===== src/dbg_trace_consts.vh =====
`ifndef DBG_TRACE_CONSTS_VH
`define DBG_TRACE_CONSTS_VH

// ----------------------------------------
// Register byte addresses
// ----------------------------------------
`define ADDR_CTRL      8'h00
`define ADDR_TRIG      8'h04
`define ADDR_STATUS    8'h08
`define ADDR_FIFO      8'h0C
`define ADDR_IRQ_STAT  8'h10
`define ADDR_IRQ_MASK  8'h14

// ----------------------------------------
// debug_control_reg fields
// ----------------------------------------
`define CTL_ARM        0
`define CTL_DBG_EN     1
`define CTL_BRK_EN     2
`define CTL_TAG        3

// ----------------------------------------
// trigger_control_reg fields
// ----------------------------------------
`define TCTL_MODE_LSB  0
`define TCTL_MODE_MSB  3
`define TCTL_TAG_SEL   4
`define TCTL_BEGIN     5
`define TCTL_DQ_ONE    6
`define TCTL_DQ_TWO    7
`define TCTL_DV_ONE    8
`define TCTL_DV_TWO    9
`define TCTL_RESET     10'h020

// ----------------------------------------
// debug_status_reg fields
// ----------------------------------------
`define ST_ARMED       0
`define ST_M_ONE       1
`define ST_M_TWO       2
`define ST_FILL_LSB    8

// ----------------------------------------
// Interrupt status bits
// ----------------------------------------
`define IRQ_DONE       0
`define IRQ_TRIG       1

// ----------------------------------------
// Trigger modes
// ----------------------------------------
`define MODE_ONE       4'h0
`define MODE_EITHER    4'h1
`define MODE_ONE_THEN  4'h2
`define MODE_EV_TWO    4'h3
`define MODE_EV_SEQ    4'h4
`define MODE_BOTH      4'h5
`define MODE_ONE_NOT   4'h6
`define MODE_EV_ONE    4'h7
`define MODE_TWO       4'h8

// ----------------------------------------
// Bus answers
// ----------------------------------------
`define RESP_OKAY      2'b00
`define RESP_SLVERR    2'b10

`endif


===== src/debug_trigger_trace_control.v =====
// Operation
// RULE1 - CPU finishes current instruction before force break
// RULE2 - CPU enters background mode on breakpoint
// RULE3 - Tag marks fetched opcode; execution enters background
// RULE4 - Tag select routes comparators through opcode tracking
// RULE5 - Separate opcode tracker for each comparator
// RULE6 - Four-bit field selects one of nine modes
// RULE7 - Begin stores after trigger; end stores circularly
// RULE8 - Arm write sets armed, clears flags, count
// RULE9 - Begin-trace run ends when FIFO full
// RULE10 - End-trace run ends on qualified trigger
// RULE11 - Writing zero to arm or enable stops
// RULE12 - Non-event modes store change-of-flow addresses
// RULE13 - Event-only modes store data in low byte
// RULE14 - Event-only modes ignore begin control, begin-type
// RULE15 - Optional direction qualification per comparator
// RULE16 - Break enable issues tag or force request
// RULE17 - Run end clears armed, keeps FIFO contents
//
// The placing of the registers and the AXI4-Lite register port were chosen for this implementation.
`timescale 1ns/1ps
`include "dbg_trace_consts.vh"

module debug_trigger_trace_control #(
  parameter DEPTH = 8,
  parameter WIDTH = 16,
  parameter TRK_W = 2
) (
  input  wire             clock,
  input  wire             reset,
  input  wire [7:0]       s_axi_awaddr,
  input  wire             s_axi_awvalid,
  output wire             s_axi_awready,
  input  wire [31:0]      s_axi_wdata,
  input  wire [3:0]       s_axi_wstrb,
  input  wire             s_axi_wvalid,
  output wire             s_axi_wready,
  output reg  [1:0]       s_axi_bresp,
  output reg              s_axi_bvalid,
  input  wire             s_axi_bready,
  input  wire [7:0]       s_axi_araddr,
  input  wire             s_axi_arvalid,
  output wire             s_axi_arready,
  output reg  [31:0]      s_axi_rdata,
  output reg  [1:0]       s_axi_rresp,
  output reg              s_axi_rvalid,
  input  wire             s_axi_rready,
  input  wire             cmp_one_hit,
  input  wire             cmp_two_hit,
  input  wire             bus_read,
  input  wire [7:0]       bus_data,
  input  wire             cof_valid,
  input  wire [WIDTH-1:0] cof_addr,
  input  wire [1:0]       tag_executed,
  input  wire             queue_flush,
  output wire [1:0]       queue_tag_mark,
  output wire             break_tag_req,
  output wire             break_force_req,
  output wire             irq
);

  localparam AW    = $clog2(DEPTH);
  localparam FILL_W = AW + 1;

  // ----------------------------------------
  // Registers
  // ----------------------------------------
  reg  [3:0]       ctrl_q;
  reg  [9:0]       trig_q;
  reg              armed_q;
  reg              m_one_q;
  reg              m_two_q;
  reg              started_q;
  reg              a_seen_q;
  reg  [1:0]       irq_stat_q;
  reg  [1:0]       irq_mask_q;
  reg  [WIDTH-1:0] mem [0:DEPTH-1];
  reg  [AW-1:0]    wr_ptr_q;
  reg  [FILL_W-1:0] fill_q;

  wire [3:0] trigger_mode_field = trig_q[`TCTL_MODE_MSB:`TCTL_MODE_LSB];
  wire       tag_trigger_select = trig_q[`TCTL_TAG_SEL];
  wire       debug_enable_ctl   = ctrl_q[`CTL_DBG_EN];

  // ----------------------------------------
  // Bus handshake
  // ----------------------------------------
  wire wr_go = s_axi_awvalid & s_axi_wvalid & ~s_axi_bvalid;
  wire rd_go = s_axi_arvalid & ~s_axi_rvalid;
  assign s_axi_awready = wr_go;
  assign s_axi_wready  = wr_go;
  assign s_axi_arready = rd_go;

  wire wr_ctrl = wr_go & (s_axi_awaddr == `ADDR_CTRL) & s_axi_wstrb[0];
  wire wr_trig = wr_go & (s_axi_awaddr == `ADDR_TRIG);
  wire wr_ist  = wr_go & (s_axi_awaddr == `ADDR_IRQ_STAT) & s_axi_wstrb[0];
  wire wr_imsk = wr_go & (s_axi_awaddr == `ADDR_IRQ_MASK) & s_axi_wstrb[0];
  wire wr_map  = (s_axi_awaddr == `ADDR_CTRL) | (s_axi_awaddr == `ADDR_TRIG) |
                 (s_axi_awaddr == `ADDR_STATUS) | (s_axi_awaddr == `ADDR_FIFO) |
                 (s_axi_awaddr == `ADDR_IRQ_STAT) | (s_axi_awaddr == `ADDR_IRQ_MASK);

  wire arm_go  = wr_ctrl & s_axi_wdata[`CTL_ARM] & s_axi_wdata[`CTL_DBG_EN];  // [RULE8]
  wire sw_stop = wr_ctrl & ~(s_axi_wdata[`CTL_ARM] & s_axi_wdata[`CTL_DBG_EN]); // [RULE11]

  // ----------------------------------------
  // Comparator qualification
  // ----------------------------------------
  wire [1:0] hit;
  wire [1:0] qual;
  assign hit[0] = cmp_one_hit &
                  (~trig_q[`TCTL_DQ_ONE] | (bus_read == trig_q[`TCTL_DV_ONE])); // [RULE15]
  assign hit[1] = cmp_two_hit &
                  (~trig_q[`TCTL_DQ_TWO] | (bus_read == trig_q[`TCTL_DV_TWO])); // [RULE15]

  // ----------------------------------------
  // Opcode tracking, one per comparator
  // ----------------------------------------
  genvar g;
  generate
    for (g = 0; g < 2; g = g + 1) begin : trk
      reg  [TRK_W-1:0] pend_q;
      wire             mark = tag_trigger_select & hit[g];
      wire             done = tag_trigger_select & tag_executed[g] & (pend_q != {TRK_W{1'b0}});
      always @(posedge clock or posedge reset) begin
        if (reset) begin
          pend_q <= {TRK_W{1'b0}};
        end else if (queue_flush | ~tag_trigger_select) begin
          pend_q <= {TRK_W{1'b0}};
        end else if (mark & ~done & (pend_q != {TRK_W{1'b1}})) begin
          pend_q <= pend_q + {{(TRK_W-1){1'b0}}, 1'b1}; // [RULE5]
        end else if (done & ~mark) begin
          pend_q <= pend_q - {{(TRK_W-1){1'b0}}, 1'b1};
        end
      end
      assign queue_tag_mark[g] = mark;
      assign qual[g] = tag_trigger_select ? done : hit[g]; // [RULE4]
    end
  endgenerate

  // ----------------------------------------
  // Trigger mode decode
  // ----------------------------------------
  reg trig_now;
  reg ev_only;
  always @* begin
    trig_now = 1'b0;
    ev_only  = 1'b0;
    case (trigger_mode_field) // [RULE6]
      `MODE_ONE:      trig_now = qual[0];
      `MODE_EITHER:   trig_now = qual[0] | qual[1];
      `MODE_ONE_THEN: trig_now = a_seen_q & qual[1];
      `MODE_EV_TWO: begin
        trig_now = qual[1];
        ev_only  = 1'b1;
      end
      `MODE_EV_SEQ: begin
        trig_now = a_seen_q & qual[1];
        ev_only  = 1'b1;
      end
      `MODE_BOTH:     trig_now = qual[0] & qual[1];
      `MODE_ONE_NOT:  trig_now = qual[0] & ~qual[1];
      `MODE_EV_ONE: begin
        trig_now = qual[0];
        ev_only  = 1'b1;
      end
      `MODE_TWO:      trig_now = qual[1];
      default:        trig_now = 1'b0;
    endcase
  end

  wire run       = armed_q & debug_enable_ctl;
  wire end_trace = ~ev_only & ~trig_q[`TCTL_BEGIN]; // [RULE14]
  wire trig_run  = run & trig_now;

  // ----------------------------------------
  // Break requests
  // ----------------------------------------
  wire brk = debug_enable_ctl & ctrl_q[`CTL_BRK_EN] & (hit[0] | hit[1]);
  assign break_tag_req   = brk & ctrl_q[`CTL_TAG];  // [RULE16] [RULE3]
  assign break_force_req = brk & ~ctrl_q[`CTL_TAG]; // [RULE16] [RULE1] [RULE2]

  // ----------------------------------------
  // Trace FIFO store and run end
  // ----------------------------------------
  wire store = run & (ev_only ? trig_now :
               (cof_valid & (end_trace | started_q | trig_now))); // [RULE7]
  wire [WIDTH-1:0] store_data = ev_only ? {{(WIDTH-8){1'b0}}, bus_data} // [RULE13]
                                        : cof_addr;                     // [RULE12]
  wire full_next = store & (fill_q == DEPTH - 1);
  wire run_end   = run & ((~end_trace & full_next) |  // [RULE9]
                          (end_trace & trig_now));    // [RULE10]

  wire [AW-1:0] oldest = wr_ptr_q - fill_q[AW-1:0];
  wire          rd_fifo = rd_go & (s_axi_araddr == `ADDR_FIFO);
  wire          pop     = rd_fifo & ~armed_q & (fill_q != {FILL_W{1'b0}});

  always @(posedge clock) begin
    if (store) begin
      mem[wr_ptr_q] <= store_data;
    end
  end

  always @(posedge clock or posedge reset) begin
    if (reset) begin
      wr_ptr_q <= {AW{1'b0}};
      fill_q   <= {FILL_W{1'b0}};
    end else if (arm_go) begin
      wr_ptr_q <= {AW{1'b0}};
      fill_q   <= {FILL_W{1'b0}}; // [RULE8]
    end else if (store) begin
      wr_ptr_q <= wr_ptr_q + {{(AW-1){1'b0}}, 1'b1};
      if (fill_q != DEPTH) begin
        fill_q <= fill_q + {{(FILL_W-1){1'b0}}, 1'b1};
      end
    end else if (pop) begin
      fill_q <= fill_q - {{(FILL_W-1){1'b0}}, 1'b1};
    end
  end

  // ----------------------------------------
  // Run state and match flags
  // ----------------------------------------
  always @(posedge clock or posedge reset) begin
    if (reset) begin
      armed_q   <= 1'b0;
      m_one_q   <= 1'b0;
      m_two_q   <= 1'b0;
      started_q <= 1'b0;
      a_seen_q  <= 1'b0;
    end else if (arm_go) begin
      armed_q   <= 1'b1; // [RULE8]
      m_one_q   <= 1'b0;
      m_two_q   <= 1'b0;
      started_q <= 1'b0;
      a_seen_q  <= 1'b0;
    end else begin
      if (sw_stop | run_end | ~debug_enable_ctl) begin
        armed_q <= 1'b0; // [RULE11] [RULE17]
      end
      if (run & qual[0]) begin
        m_one_q  <= 1'b1;
        a_seen_q <= 1'b1;
      end
      if (run & qual[1]) begin
        m_two_q <= 1'b1;
      end
      if (trig_run) begin
        started_q <= 1'b1;
      end
    end
  end

  // ----------------------------------------
  // Software registers and interrupts
  // ----------------------------------------
  wire [1:0] irq_set = {trig_run, run_end};
  assign irq = |(irq_stat_q & irq_mask_q);

  always @(posedge clock or posedge reset) begin
    if (reset) begin
      ctrl_q     <= 4'h0;
      trig_q     <= `TCTL_RESET;
      irq_stat_q <= 2'b00;
      irq_mask_q <= 2'b00;
    end else begin
      if (wr_ctrl) begin
        ctrl_q <= s_axi_wdata[3:0];
      end
      if (wr_trig & s_axi_wstrb[0]) begin
        trig_q[7:0] <= s_axi_wdata[7:0];
      end
      if (wr_trig & s_axi_wstrb[1]) begin
        trig_q[9:8] <= s_axi_wdata[9:8];
      end
      if (wr_imsk) begin
        irq_mask_q <= s_axi_wdata[1:0];
      end
      irq_stat_q <= (irq_stat_q & ~(wr_ist ? s_axi_wdata[1:0] : 2'b00)) | irq_set;
    end
  end

  // ----------------------------------------
  // Bus answers
  // ----------------------------------------
  reg [31:0] rd_val;
  reg        rd_ok;
  always @* begin
    rd_val = 32'h0000_0000;
    rd_ok  = 1'b1;
    case (s_axi_araddr)
      `ADDR_CTRL:     rd_val = {28'h000_0000, ctrl_q[3:1], armed_q};
      `ADDR_TRIG:     rd_val = {22'h00_0000, trig_q};
      `ADDR_STATUS: begin
        rd_val[`ST_ARMED] = armed_q;
        rd_val[`ST_M_ONE] = m_one_q;
        rd_val[`ST_M_TWO] = m_two_q;
        rd_val[`ST_FILL_LSB +: FILL_W] = fill_q;
      end
      `ADDR_FIFO:     rd_val[WIDTH-1:0] = mem[oldest];
      `ADDR_IRQ_STAT: rd_val[1:0] = irq_stat_q;
      `ADDR_IRQ_MASK: rd_val[1:0] = irq_mask_q;
      default:        rd_ok = 1'b0;
    endcase
  end

  always @(posedge clock or posedge reset) begin
    if (reset) begin
      s_axi_bvalid <= 1'b0;
      s_axi_bresp  <= `RESP_OKAY;
      s_axi_rvalid <= 1'b0;
      s_axi_rresp  <= `RESP_OKAY;
      s_axi_rdata  <= 32'h0000_0000;
    end else begin
      if (wr_go) begin
        s_axi_bvalid <= 1'b1;
        s_axi_bresp  <= wr_map ? `RESP_OKAY : `RESP_SLVERR;
      end else if (s_axi_bready) begin
        s_axi_bvalid <= 1'b0;
      end
      if (rd_go) begin
        s_axi_rvalid <= 1'b1;
        s_axi_rresp  <= rd_ok ? `RESP_OKAY : `RESP_SLVERR;
        s_axi_rdata  <= (rd_fifo & (armed_q | (fill_q == {FILL_W{1'b0}}))) ?
                        32'h0000_0000 : rd_val;
      end else if (s_axi_rready) begin
        s_axi_rvalid <= 1'b0;
      end
    end
  end

endmodule // debug_trigger_trace_control


===== config.mk =====
export PLATFORM = sky130hd
export DESIGN_NAME = debug_trigger_trace_control
export DESIGN_NICKNAME = d
export VERILOG_FILES = /design/src/debug_trigger_trace_control.v
export VERILOG_INCLUDE_DIRS = /design/src
export SDC_FILE = /design/constraint.sdc
export NUM_CORES = 1
export LEC_CHECK = 0
export BUFFER_PORTS_ARGS = -buffer_cell sky130_fd_sc_hd__buf_4
export CORE_AREA = 3 3 127 129
export DETAILED_ROUTE_END_ITERATION = 10
export DIE_AREA = 0 0 130 132
export PLACE_DENSITY_LB_ADDON = 0.05
export SLEW_MARGIN = 40
export SYNTH_ARGS = -nofsm -noshare
export SYNTH_HDL_FRONTEND = slang
export SYNTH_SLANG_ARGS = --single-unit

===== constraint.sdc =====
create_clock -name clock -period 5.02 [get_ports clock]
set_input_delay 1.004 -clock clock [delete_from_list [all_inputs] [get_ports clock]]
set_output_delay 1.004 -clock clock [all_outputs]
set_load 0.01 [all_outputs]

[Word-level counts from Yosys, hierarchy flattened]
Memories as Yosys holds them, arrays and structs flattened.
Cells that the tools add are included.
Operators by class
  reductions and logical operators: 24
  bitwise logic cells: 89
  multiplexer cells: 42
  equal/unequal tests: 25
  add/subtract/negate cells: 8
Operators by type and width (count)
  $and 1x1->1: 52
  $eq 8x4->1 const B: 4
  $eq 8x5->1 const B: 4
  $mux 16: 2
  $eq 4x3->1 const B: 5
  $mux 4: 5
  $mux 1: 19
  $mux 2: 9
  $reduce_bool 2->1: 9
  $not 1->1: 17
  $eq 8x3->1 const B: 2
  $logic_not 8->1: 2
  $or 1x1->1: 16
  $pmux 5 s3: 1
  $pmux 2 s6: 1
  $pmux 4 s3: 1
  $reduce_bool 3->1: 3
  $eq 4x2->1 const B: 2
  $logic_not 4->1: 2
  $reduce_or 2->1: 4
  $mux 3: 2
  $pmux 1 s6: 1
  $reduce_or 6->1: 1
  $add 2x1->2 const B: 2
  other kinds (18): 22
Storage, ports and cells
  memories kept: 1
  bits in writable memories: 128
  flip-flop bits (word level): 71
  output and inout bits: 46
Memories
  mem: words 8, bits a word 16, read ports 1, clocked after Yosys merged registers in 0, wr ports 1, line debug_trigger_trace_control.v:77  | reg [WIDTH-1:0] mem [0:DEPTH-1];

[Longest topological paths before layout]
Gate-level depths: netlist of the first run.
  word-level depth: 19
  gate-level depth with buffers: 12
  mapped depth without buffers: 11

[Least setup slack after synthesis of the first run]
No wires, ideal clock.
  path type: input port to flip-flop
  from: input port bus_read
  to: memory mem[0][0] (enable)
  data required time: 4590 ps
  stages on the path: 6
  slack: 605 ps
  path buffers: 0
  data arrival time: 3985 ps
  library setup time: 430 ps
  cell sequence: xor2_1 a211o_1 a221o_1 o211ai_2 nand2_1 nor4_1
Between the ends
  word-level cells in the longest chain between the ends: 13
RTL lines
  from (decl): line debug_trigger_trace_control.v:50  | input wire bus_read,
  $eq 1x1->1: line debug_trigger_trace_control.v:113  | (~trig_q[`TCTL_DQ_TWO] | (bus_read == trig_q[`TCTL_DV_TWO]));
  $or 1x1->1: line debug_trigger_trace_control.v:113
  $and 1x1->1: line debug_trigger_trace_control.v:112  | assign hit[1] = cmp_two_hit &
  $mux 1: line debug_trigger_trace_control.v:136  | assign qual[g] = tag_trigger_select ? done : hit[g];
  $not 1->1: line debug_trigger_trace_control.v:161  | `MODE_ONE_NOT: trig_now = qual[0] & ~qual[1];
  $and 1x1->1: line debug_trigger_trace_control.v:161
  $pmux 1 s6 (*): line debug_trigger_trace_control.v:148  | case (trigger_mode_field)
  $or 1x1->1: line debug_trigger_trace_control.v:186  | (cof_valid & (end_trace | started_q | trig_now)));
  $and 1x1->1: line debug_trigger_trace_control.v:186
  $mux 1 (*): line debug_trigger_trace_control.v:185  | wire store = run & (ev_only ? trig_now :
  $and 1x1->1 (*): line debug_trigger_trace_control.v:185
  $mux 1 (*): line debug_trigger_trace_control.v:198  | if (store) begin
  $mux 1 (implied by the code) (*): line debug_trigger_trace_control.v:199  | mem[wr_ptr_q] <= store_data;
  to (decl): line debug_trigger_trace_control.v:77
Mark *: on every way between the ends. The rest lies on a longest branch, timed or not.

[Worst setup path after layout of the first run]
  from: register trig_q[1]
  to: register fill_q[1]
Between the ends
  word-level cells in the longest chain between the ends: 12
RTL lines
  from (decl): line debug_trigger_trace_control.v:69  | reg [9:0] trig_q;
  from (signal assigned): line debug_trigger_trace_control.v:262  | trig_q <= `TCTL_RESET;
  from (signal assigned): line debug_trigger_trace_control.v:270  | trig_q[7:0] <= s_axi_wdata[7:0];
  $eq 4x3->1 / $eq 4x2->1 (equally long branches): line debug_trigger_trace_control.v:148
  $reduce_or 3->1 (no line)
  $mux 1: line debug_trigger_trace_control.v:148
  $not 1->1: line debug_trigger_trace_control.v:172  | wire end_trace = ~ev_only & ~trig_q[`TCTL_BEGIN];
  $and 1x1->1: line debug_trigger_trace_control.v:172
  $or 1x1->1 (2 in series): line debug_trigger_trace_control.v:186
  $and 1x1->1: line debug_trigger_trace_control.v:186
  $mux 1 (*): line debug_trigger_trace_control.v:185
  $and 1x1->1 (*): line debug_trigger_trace_control.v:185
  $ne 3x2->1 (no line) (tied with other cells)
  $reduce_and 2->1 (no line) / $mux 4 (equally long branches)
  to (signal assigned): line debug_trigger_trace_control.v:206  | fill_q <= {FILL_W{1'b0}};
  to (signal assigned): line debug_trigger_trace_control.v:209  | fill_q <= {FILL_W{1'b0}};
  to (signal assigned): line debug_trigger_trace_control.v:213  | fill_q <= fill_q + {{(FILL_W-1){1'b0}}, 1'b1};
  to (decl): line debug_trigger_trace_control.v:79  | reg [FILL_W-1:0] fill_q;
Marks and branches as above.
A chain may end at the register's enable or synchronous reset.

==> results of run 1 <==
==> registers in the layout, summed over array words and instances, names as in the netlist, 2 cells and up <==
register     count
mem            128
trig_q          10
wr_ptr_q         3
trk.pend_q       4
s_axi_rdata     16
ctrl_q           3
fill_q           4
irq_stat_q       2
irq_mask_q       2
==> per-stage QoR <==
stage | hold WS, ps | util [%]
2_1_floorplan | 462.2 | -
4_1_cts | 491.6 | 63.78
3_5_place_dp | 478.3 | 60.31
3_3_place_gp | 472.5 | 60.21
6_report | 489.4 | 63.84
5_1_grt | 517.8 | 63.84
==> path summary, 6_finish.rpt <==
path / startpoint / end / slack [ps]
worst max register to register: trig_q[1]$_DFFE_PP0P_ / fill_q[1]$_DFFE_PP0P_ / 1150
min in group asynchronous: reset / s_axi_rvalid$_DFFE_PP0P_ / 670
worst min register to register: s_axi_rdata[13]$_DFFE_PP0P_ / s_axi_rdata[13]$_DFFE_PP0P_ / 490
max in group asynchronous: reset / s_axi_rdata[11]$_DFFE_PP0P_ / 3890
worst max-delay path: trig_q[1]$_DFFE_PP0P_ / fill_q[1]$_DFFE_PP0P_ / 1150
worst min-delay path: s_axi_rdata[13]$_DFFE_PP0P_ / s_axi_rdata[13]$_DFFE_PP0P_ / 490
==> worst max-delay path: stages, from the launching register on <==
cell and delay [ps]:
dfrtp_1 470, nor3b_1 350, o21ba_2 200, buf_4 310, nor2_1 100, nor2_1 550, nand2_1 450, inv_1 300
fa_1 470, or3_1 370, nor3_1 120, or3_1 120
==> where the power goes <==
group	leakage (nW)	switching, mW	internal, mW
registers	1.85	0.0114	1.60
logic	1.66	0.118	0.0936
clock network	0.256	0.526	0.673
total	3.77	0.656	2.37
==> final cells by class <==
type                       instances  area share [%]
clock buffer                      20           4.516
clock inverter                    12          0.9187
inverter                          20          0.8023
multi-input combinational        350           29.72
sequential                       180           53.22
tap                              188           2.433
timing repair buffer             108           8.385
==> cells in the final DEF (no fill, tap or decap), types with 6 or more instances in the layout <==
cell type  count
edfxtp_1     128
buf_4        108
dfrtp_1       51
o21ai_0       35
nand2_1       31
mux4_2        31
nor2_1        26
a21oi_1       26
mux2_2        20
mux2i_1       19
inv_1         18
conb_1        18
nor3_1        17
clkbuf_16     17
nor2b_1       11
a211oi_1       8
or3_1          7
clkinv_1       6
==> layer usage <==
layer / wire length [um] / up-vias
met5: 0 / -
met4: 420 / 0
met3: 1110 / 33
met2: 8654 / 202
met1: 7833 / 2592
li1: - / 2382
==> logic make-up (layout without fill, tap and decap cells) <==
family          after synthesis  count (layout)  synth area share [%]
flops                       180             180                 62.54
simple gates                144             144                 9.898
compound gates              106             106                 8.135
mux                          70              70                 13.53
buf+inv                      65             160                 4.029
fa+ha+maj                     6               6                 1.095
xor+xnor                      6               6                0.7298
other cells                   1              18               0.04557
==> results by group, run 1 <==
Floorplanning
  – Core Footprint: around 15000 um^2
  – Die area: 17160 um^2
  – Top-Level Pins: 136
  – Starting Density: 54.33%
  – Cell row count: 45
  – Die width: 130 um
  – Die Span Y: 132 um

Synth
  – Leading area contributor after synthesis: edfxtp_1
  – Ys async rst share: 28.89%
  – Synth Flop Type: edfxtp_1
  – Gate Count Post-Synth: 578
  – Top cells by count, synth: edfxtp_1, dfrtp_1, o21ai_0, mux4_2, nand2_1
  – Share of the synthesized area in the top cell type: approximately 47%
  – Syn avg cell area: around 14 um^2
  – Synth warn: 0
  – Mapped Area: 8229 um^2
  – Synthesized flop and latch total: 180
  – Top post-synthesis cells by area: edfxtp_1, dfrtp_1, mux4_2
  – Post-synth EDFFs: 128
  – Count leader, synth: edfxtp_1
  – Register area share after synthesis: 62.54%
  – Count of cell types in the netlist: between 60 and 70

STA
  – Min Clock Period, post-route: 3871 ps
  – Slew margin rel.: about 46%
  – Endpoints failing hold: 0
  – Measured slew at the worst slew-check pin: 797.4 ps
  – Slew Viols, Final: 0
  – Final setup fails: 0
  – Clock skew: between 5 and 6 ps
  – RSZ-0062 raised after global routing: no
  – Setup TNS: 0 ps
  – Peak Freq: approximately 260 MHz
  – Period Utilization, post-route: 77.11%
  – Final worst setup slack: roughly 1100 ps

Pwr
  – Leak pwr: ~3.8 nW
  – Worst vdd ir: 239.9 uV
  – PwrDens: 312.7 nW/um^2
  – Final Power: 3.024 mW

Global routing
  – Met2 usage: 34.50%
  – GR peak layer: met2
  – Largest net degree at the start of global routing: 53
  – GRT overflow: 0
  – Global routing usage on met1: 31.07%
  – Initial antenna violation count: 0
  – GRT Total Usage: 21.90%
  – Vias in the first global route: 5126
  – First-pass GRT wire length: 28610 um
  – GRT met3 Usage: 4.011%

CTS
  – H-tree lvl count: 4
  – CTS root buf: clkbuf_16
  – Clk sinks: 180
  – Maximum root-to-sink buffer count: 2
  – Hold_buf cts: 0
  – # Post-CTS Setup Buffers: 0
  – CTS clk-pin slew, worst paths: 60 ps
  – Clock latency on the worst-skew pair: 420 ps
  – CTS tree: done
  – PostCTS Resize Cnt: 0
  – TritonCTS Buffers: 17

Routing
  – Drt drc: 0
  – Final ANT Viol Nets: 0
  – DR vias/cell: 5.933
  – Drt pass-1 iters: 5
  – Routed length per instance: 20.52 um
  – Vias: 5209
  – Total wire length: 18020 um
  – DR iter-0 viols: 316

Place
  – Pre-CTS WS: around 810 ps
  – DP Cell Count: 846
  – Port bufs: 93
  – HPWL after DPL: 12300 um
  – Cell Area, Placed: 9134 um^2
  – Global placer's final weighted congestion: ~0.87

Layout
  – Layout cell share with drive strength beyond 1: 29.57%
  – Number of fill cells: approximately 1100
  – Post-route cell area: about 9700 um^2
  – Antenna diodes: 0
  – Fin cells: 878
  – Area of the multi-input gates: 2874 um^2
  – Sequential cell area: 5146 um^2
  – Post-synthesis to final-layout area growth: 17.50%
  – # nets final: 773

Worst setup path
  – WS Path Type: reg -> reg
  – Critical Path AT: 4230 ps
  – Type of element capturing the critical path: flip-flop
  – CP Data Required Time: 5380 ps
  – CP Launch Type: flip-flop
  – Crit path max fanout: 22
  – Register-to-Register Path Depth: 11

Min path
  – Hold Path Stages: 2
  – Hold Crit Class: reg -> reg

Job
  – Max Cap Viol: 0

Outcome
  – Status: finished, final reports clean
Power figures use the tool's default switching activity.
==> run 2, diff against run 1 <==
--- a/config.mk
+++ b/config.mk
@@ -7,9 +7,9 @@
 export NUM_CORES = 1
 export LEC_CHECK = 0
 export BUFFER_PORTS_ARGS = -buffer_cell sky130_fd_sc_hd__buf_4
-export CORE_AREA = 3 3 127 129
+export CORE_AREA = 3 3 132 134
 export DETAILED_ROUTE_END_ITERATION = 10
-export DIE_AREA = 0 0 130 132
+export DIE_AREA = 0 0 135 137
 export PLACE_DENSITY_LB_ADDON = 0.05
 export SLEW_MARGIN = 40
 export SYNTH_ARGS = -nofsm -noshare
==> constraint.sdc (replaced) <==
create_clock -name clock -period 3.15 [get_ports clock]
set_input_delay 0.63 -clock clock [delete_from_list [all_inputs] [get_ports clock]]
set_output_delay 0.63 -clock clock [all_outputs]
set_load 0.01 [all_outputs]
==> run 2 against run 1 <==
Sequential share of layout area fell by 2.0 points. Via count rose by 1.1%. Global-route usage fell by 1.3 points. Clock skew rose by 1.6 ps. Non-clock buffer count rose by 22. Setup slack got worse by 1000 ps. Sequential power rose by 60%. Sequential cell count did not move. Core utilization fell by 2.6 points. First-iteration DRC count fell by 11%. Critical path depth fell by 1. Largest cell class unchanged. Largest power group unchanged.
==> results by group, run 2 (synthesis gave the netlist of run 1 again) <==
Outcome
  – Status: finished, final reports clean

Floorplanning
  – Cell row count: 47
  – Die width: 135 um
  – Core Footprint: ~16000 um^2
  – Top-Level Pins: 136
  – Die Span Y: 137 um
  – Starting Density: 50.16%
  – Die area: 18500 um^2

Place
  – HPWL after DPL: between 10000 and 15000 um
  – Cell Area, Placed: 9477 um^2
  – Global placer's final weighted congestion: 0.8537
  – Port bufs: between 90 and 100

Worst setup path
  – Setup crit start: trig_q[4]$_DFFE_PP0P_
  – Crit path max fanout: 9
  – Worst r2r src: trig_q[4]$_DFFE_PP0P_
  – Type of element capturing the critical path: flip-flop
  – Critical Path AT: 3370 ps
  – WS Path Type: reg -> reg
  – CP Data Required Time: 3510 ps
  – Setup slack, reg-to-reg: 140 ps
  – CP Launch Type: flip-flop

Layout
  – # nets final: 795
  – Sequential cell area: 5146 um^2
  – Top reg by flops: mem
  – Antenna diodes: 0
  – Area of the multi-input gates: 2899 um^2
  – Utilization after layout: 61.24%
  – Most frequent cells in the layout: edfxtp_1, buf_4, dfrtp_1, o21ai_0, mux4_2
  – Most common cell after layout, fill and taps aside: edfxtp_1
  – Largest register FFs: 128
  – Post-synthesis to final-layout area growth: 22.09%
  – Post-route cell area: between 10000 and 15000 um^2
  – Layout cell share with drive strength beyond 1: between 30% and 40%
  – Number of fill cells: 1280
  – Biggest regs: mem: 128 flops, s_axi_rdata: 16 flops, trig_q: 10 flops

Pwr
  – Final Power: about 4.9 mW
  – Cell internal pwr: between 3 and 4 mW
  – PwrDens: 491.0 nW/um^2
  – Worst vdd ir: 463.9 uV
  – Clock Power Share: about two fifths
  – Net Sw Power: 1.065 mW
  – Comb pwr share: slightly above 7%
  – Leak pwr: around 3.9 nW
  – Register share of total power: a little over half
  – Switching Share: 21.59%

Global routing
  – GRT Total Usage: 20.59%
  – First-pass GRT wire length: approximately 28000 um
  – Initial antenna violation count: 0
  – Largest net degree at the start of global routing: 31
  – Vias in the first global route: 5222
  – GRT overflow: 0

Routing
  – Drt drc: 0
  – DR iter-0 viols: ~280
  – DR vias/cell: 5.650
  – Vias: approximately 5300
  – Routed length per instance: 19.93 um
  – Final ANT Viol Nets: 0
  – Total wire length: approximately 19000 um
  – Drt pass-1 iters: 5

STA
  – RSZ-0062 raised after global routing: no
  – Period Utilization, post-route: 95.40%
  – Slew Viols, Final: 0
  – Endpoints failing hold: 0
  – Peak Freq: roughly 330 MHz
  – Final setup fails: 0
  – Clock skew: around 7.1 ps
  – Min Clock Period, post-route: 3005 ps
  – Slew margin rel.: 57.58%
  – Setup TNS: 0 ps
  – Min Hold Slack: ~300 ps
  – Measured slew at the worst slew-check pin: 635.4 ps

CTS
  – CTS tree: done
  – Maximum root-to-sink buffer count: 2
  – Clock latency on the worst-skew pair: around 420 ps
  – CTS clk-pin slew, worst paths: 70 ps
  – TritonCTS Buffers: 17
  – PostCTS Resize Cnt: 0
  – CTS root buf: clkbuf_16
  – Clk sinks: between 150 and 200
  – H-tree lvl count: 4

Min path
  – Hold Crit Class: in -> async

Job
  – Max Cap Viol: 0
## run 2: cell count changes in the layout (fill, tap and decap cells not counted), moves of 2 or more
cell and delta:
clkbuf_1 -3, nor4_4 +4, clkinv_4 +2, buf_12 +9
nor4_2 -4, buf_4 +13
## run 2: cell type report
class / instances / share of cell area [%]
flip-flops and latches: 180 / 51.22
repair buffers: 130 / 10.83
clock buffers: 17 / 4.234
inverters: 20 / 0.7472
multi-input cells: 350 / 28.85
clock inverters: 15 / 1.370
well taps: 220 / 2.740
## run 2: worst max-delay path, stage by stage, from the launching register on
cell	delay, ps
dfrtp_1	470
or3b_2	490
o211ai_1	240
a221o_1	340
o211ai_4	100
nand2_2	130
inv_1	80
fa_1	450
or3_1	370
nor3_1	140
or3_1	120
## run 2: metal layers
| metal | share of wire [%] | track usage (%) |
|---|---|---|
| met1 | 42 | 26.62 |
| met2 | 50 | 35.24 |
| met3 | 6.1 | 4.265 |
| met4 | 1.5 | 6.551 |
| met5 | 0 | 0 |
## run 2: power groups by stage
stage / Clock [mW] / Sequential, mW / Combinational, mW
2_1_floorplan: 0 / 2.62 / 0.207
3_3_place_gp: 0 / 2.62 / 0.343
3_5_place_dp: 0 / 2.62 / 0.349
4_1_cts: 2.06 / 2.57 / 0.351
5_1_grt: 2.16 / 2.57 / 0.385
6_report: 2.01 / 2.57 / 0.350
## run 2: per-stage QoR
stage	setup slack, ps	instances
after CTS	147.5	931
after detailed placement	-51.38	899
final	144.8	932
after global routing	5.560	932
after global placement	-28.64	899
after floorplan	-156.7	595
## run 2: worst paths after layout
path                                                to  cells past startpoint
setup / recovery                 fill_q[1]$_DFFE_PP0P_                     10
hold / removal                s_axi_rvalid$_DFFE_PP0P_                      2
setup reg to reg                 fill_q[1]$_DFFE_PP0P_                     10
hold reg to reg            s_axi_rdata[15]$_DFFE_PP0P_                      2
max in group asynchronous  s_axi_rdata[10]$_DFFE_PP0P_                      3
min in group clock            s_axi_rvalid$_DFFE_PP0P_                      2
## run 2: timing repair
item | CTS | global route
endpoints found under the setup margin | 0 | 1
setup buffers | 0 | 1
hold buffers | 0 | 0
==> run 3, diff against run 2 <==
--- a/config.mk
+++ b/config.mk
@@ -7,9 +7,9 @@
 export NUM_CORES = 1
 export LEC_CHECK = 0
 export BUFFER_PORTS_ARGS = -buffer_cell sky130_fd_sc_hd__buf_4
-export CORE_AREA = 3 3 132 134
+export CORE_AREA = 2 2 131 133
 export DETAILED_ROUTE_END_ITERATION = 10
-export DIE_AREA = 0 0 135 137
+export DIE_AREA = 0 0 133 135
 export PLACE_DENSITY_LB_ADDON = 0.05
 export SLEW_MARGIN = 40
 export SYNTH_ARGS = -nofsm -noshare
==> run 3 against run 2 <==
Total power up 1.9%. Via count up 0.47%. Cell area up 0.88%.
==> results by group, run 3 (synthesis gave the netlist of run 1 again) <==
Layout
  – Layout cell share with drive strength beyond 1: 33.43%
  – Post-route cell area: approximately 10000 um^2
  – Number of fill cells: 1291
  – Top reg by flops: mem
  – Most frequent cells in the layout: edfxtp_1, buf_4, dfrtp_1, o21ai_0, mux4_2
  – Utilization after layout: 61.78%
  – # nets final: 798
  – Post-synthesis to final-layout area growth: 23.17%
  – Most common cell after layout, fill and taps aside: edfxtp_1
  – Biggest regs: mem: 128 flops, s_axi_rdata: 16 flops, trig_q: 10 flops
  – Antenna diodes: 0
  – Largest register FFs: 128

Worst setup path
  – Setup slack, reg-to-reg: 180 ps
  – Register-to-Register Path Depth: 11
  – Type of element capturing the critical path: flip-flop
  – CP Data Required Time: 3480 ps
  – Critical Path AT: 3300 ps
  – Crit path max fanout: 9
  – WS Path Type: reg -> reg
  – R2r endpoint: fill_q[3]$_DFFE_PP0P_
  – CP Launch Type: flip-flop
  – Setup crit start: trig_q[4]$_DFFE_PP0P_
  – Worst r2r src: trig_q[4]$_DFFE_PP0P_
  – Setup crit end: fill_q[3]$_DFFE_PP0P_

Pwr
  – Cell internal pwr: between 3 and 4 mW
  – Leak pwr: between 3 and 4 nW
  – Clock Power Share: 41.8%
  – Switching Share: 24.55%
  – Net Sw Power: 1.234 mW
  – Comb pwr share: 7.1%
  – Worst vdd ir: between 300 and 400 uV
  – Final Power: 5.025 mW
  – PwrDens: 495.8 nW/um^2
  – Register share of total power: 51.1%

Place
  – Port bufs: 93
  – HPWL after DPL: 12880 um
  – Cell Area, Placed: 9517 um^2
  – Pre-CTS WS: -51.95 ps
  – Global placer's final weighted congestion: 0.8451

STA
  – Min Clock Period, post-route: 2968 ps
  – Peak Freq: 336.9 MHz
  – RSZ-0062 raised after global routing: no
  – Endpoints failing hold: 0
  – Final setup fails: 0
  – Final worst setup slack: 182.0 ps
  – Clock skew: around 17 ps
  – Slew Viols, Final: 0
  – Measured slew at the worst slew-check pin: 610.0 ps
  – Period Utilization, post-route: 94.22%
  – Setup TNS: 0 ps
  – Slew margin rel.: 58.91%

Routing
  – DR vias/cell: 5.659
  – Drt drc: 0
  – Final ANT Viol Nets: 0
  – Vias: 5291
  – Routed length per instance: 19.98 um
  – Drt pass-1 iters: 4
  – Total wire length: 18680 um
  – DR iter-0 viols: 259

Floorplanning
  – Die Span Y: 135 um
  – Cell row count: 47
  – Core Footprint: 16410 um^2
  – Die width: approximately 130 um
  – Top-Level Pins: 136
  – Die area: about 18000 um^2
  – Starting Density: 50.16%

CTS
  – H-tree lvl count: 4
  – Clk sinks: 180
  – TritonCTS Buffers: 17
  – Hold_buf cts: 0
  – CTS tree: done
  – Clock latency on the worst-skew pair: 430 ps
  – CTS root buf: clkbuf_16
  – CTS clk-pin slew, worst paths: 70 ps
  – Maximum root-to-sink buffer count: 2

Global routing
  – GRT overflow: 0
  – First-pass GRT wire length: around 30000 um
  – Largest net degree at the start of global routing: 40
  – Initial antenna violation count: 0
  – GRT Total Usage: 22.35%
  – Vias in the first global route: ~5400

Min path
  – Hold Crit Class: in -> async

Job
  – Max Cap Viol: 0

Outcome
  – Status: finished, final reports clean
## run 3: cell types whose count changed in the layout (fill, tap and decap cells not counted), sizes merged
cell    before  now
buf        130  133
inv         21   28
clkinv      11    6
bufinv       2    0
## run 3: repair_timing
item	in CTS	in global routing
resized for setup	0	1
buffers inserted	0	2
hold endpoints to repair	0	0
endpoints found under the setup margin	0	1
## run 3: how the worst min path moves through the flow
stage | from | endpoint | slack, ps | cells after the start
2_1_floorplan | m_two_q$_DFFE_PP0P_ | m_two_q$_DFFE_PP0P_ | 460 | 2
3_3_place_gp | s_axi_rdata[12]$_DFFE_PP0P_ | s_axi_rdata[12]$_DFFE_PP0P_ | 480 | 2
3_5_place_dp | s_axi_bresp[1]$_DFFE_PP0P_ | s_axi_bresp[1]$_DFFE_PP0P_ | 480 | 2
4_1_cts | reset | s_axi_rvalid$_DFFE_PP0P_ | 220 | 2
5_1_grt | reset | s_axi_rdata[6]$_DFFE_PP0P_ | 230 | 2
6_report | reset | s_axi_rdata[6]$_DFFE_PP0P_ | 220 | 2
## run 3: critical path, stage by stage (launching register included)
cell and delay [ps]:
dfrtp_2 470, or3b_2 470, o211ai_1 230, nor3_1 180, o211ai_4 240, nand2_2 100
buf_4 150, ha_1 320, a21o_1 160, nor2_1 60, a41o_1 210, a211oi_1 250
## run 3: final cells by class
class / instances / area [um^2] / area share [%]
tap: 220 / 275.3 / 2.716
clock buffer: 17 / 425.4 / 4.197
timing repair buffer: 133 / 1136 / 11.21
multi-input combinational: 350 / 2899 / 28.60
sequential: 180 / 5147 / 50.78
inverter: 20 / 75.07 / 0.7406
clock inverter: 15 / 177.7 / 1.753
## run 3: power groups by stage
stage | sequential (mW) | clock, mW | combinational, mW
floorplan | 2.62 | 0 | 0.207
global placement | 2.62 | 0 | 0.346
detailed placement | 2.62 | 0 | 0.354
CTS | 2.57 | 2.14 | 0.356
global route | 2.57 | 2.24 | 0.389
finish | 2.57 | 2.10 | 0.357
## run 3: per-stage QoR
step,hold slack (ps),cells
after floorplan,462.2,595
after global placement,477.7,901
after detailed placement,481.0,901
after CTS,224.9,933
after global routing,234.5,935
final,219.9,935
## run 3: routing by layer
metal,GRT usage [%],part of all wire (%),up-vias
li1,-,-,2443
met1,29.47,43,2656
met2,37.54,50,165
met3,4.392,5.3,27
met4,7.587,2.1,0
met5,0,0,-
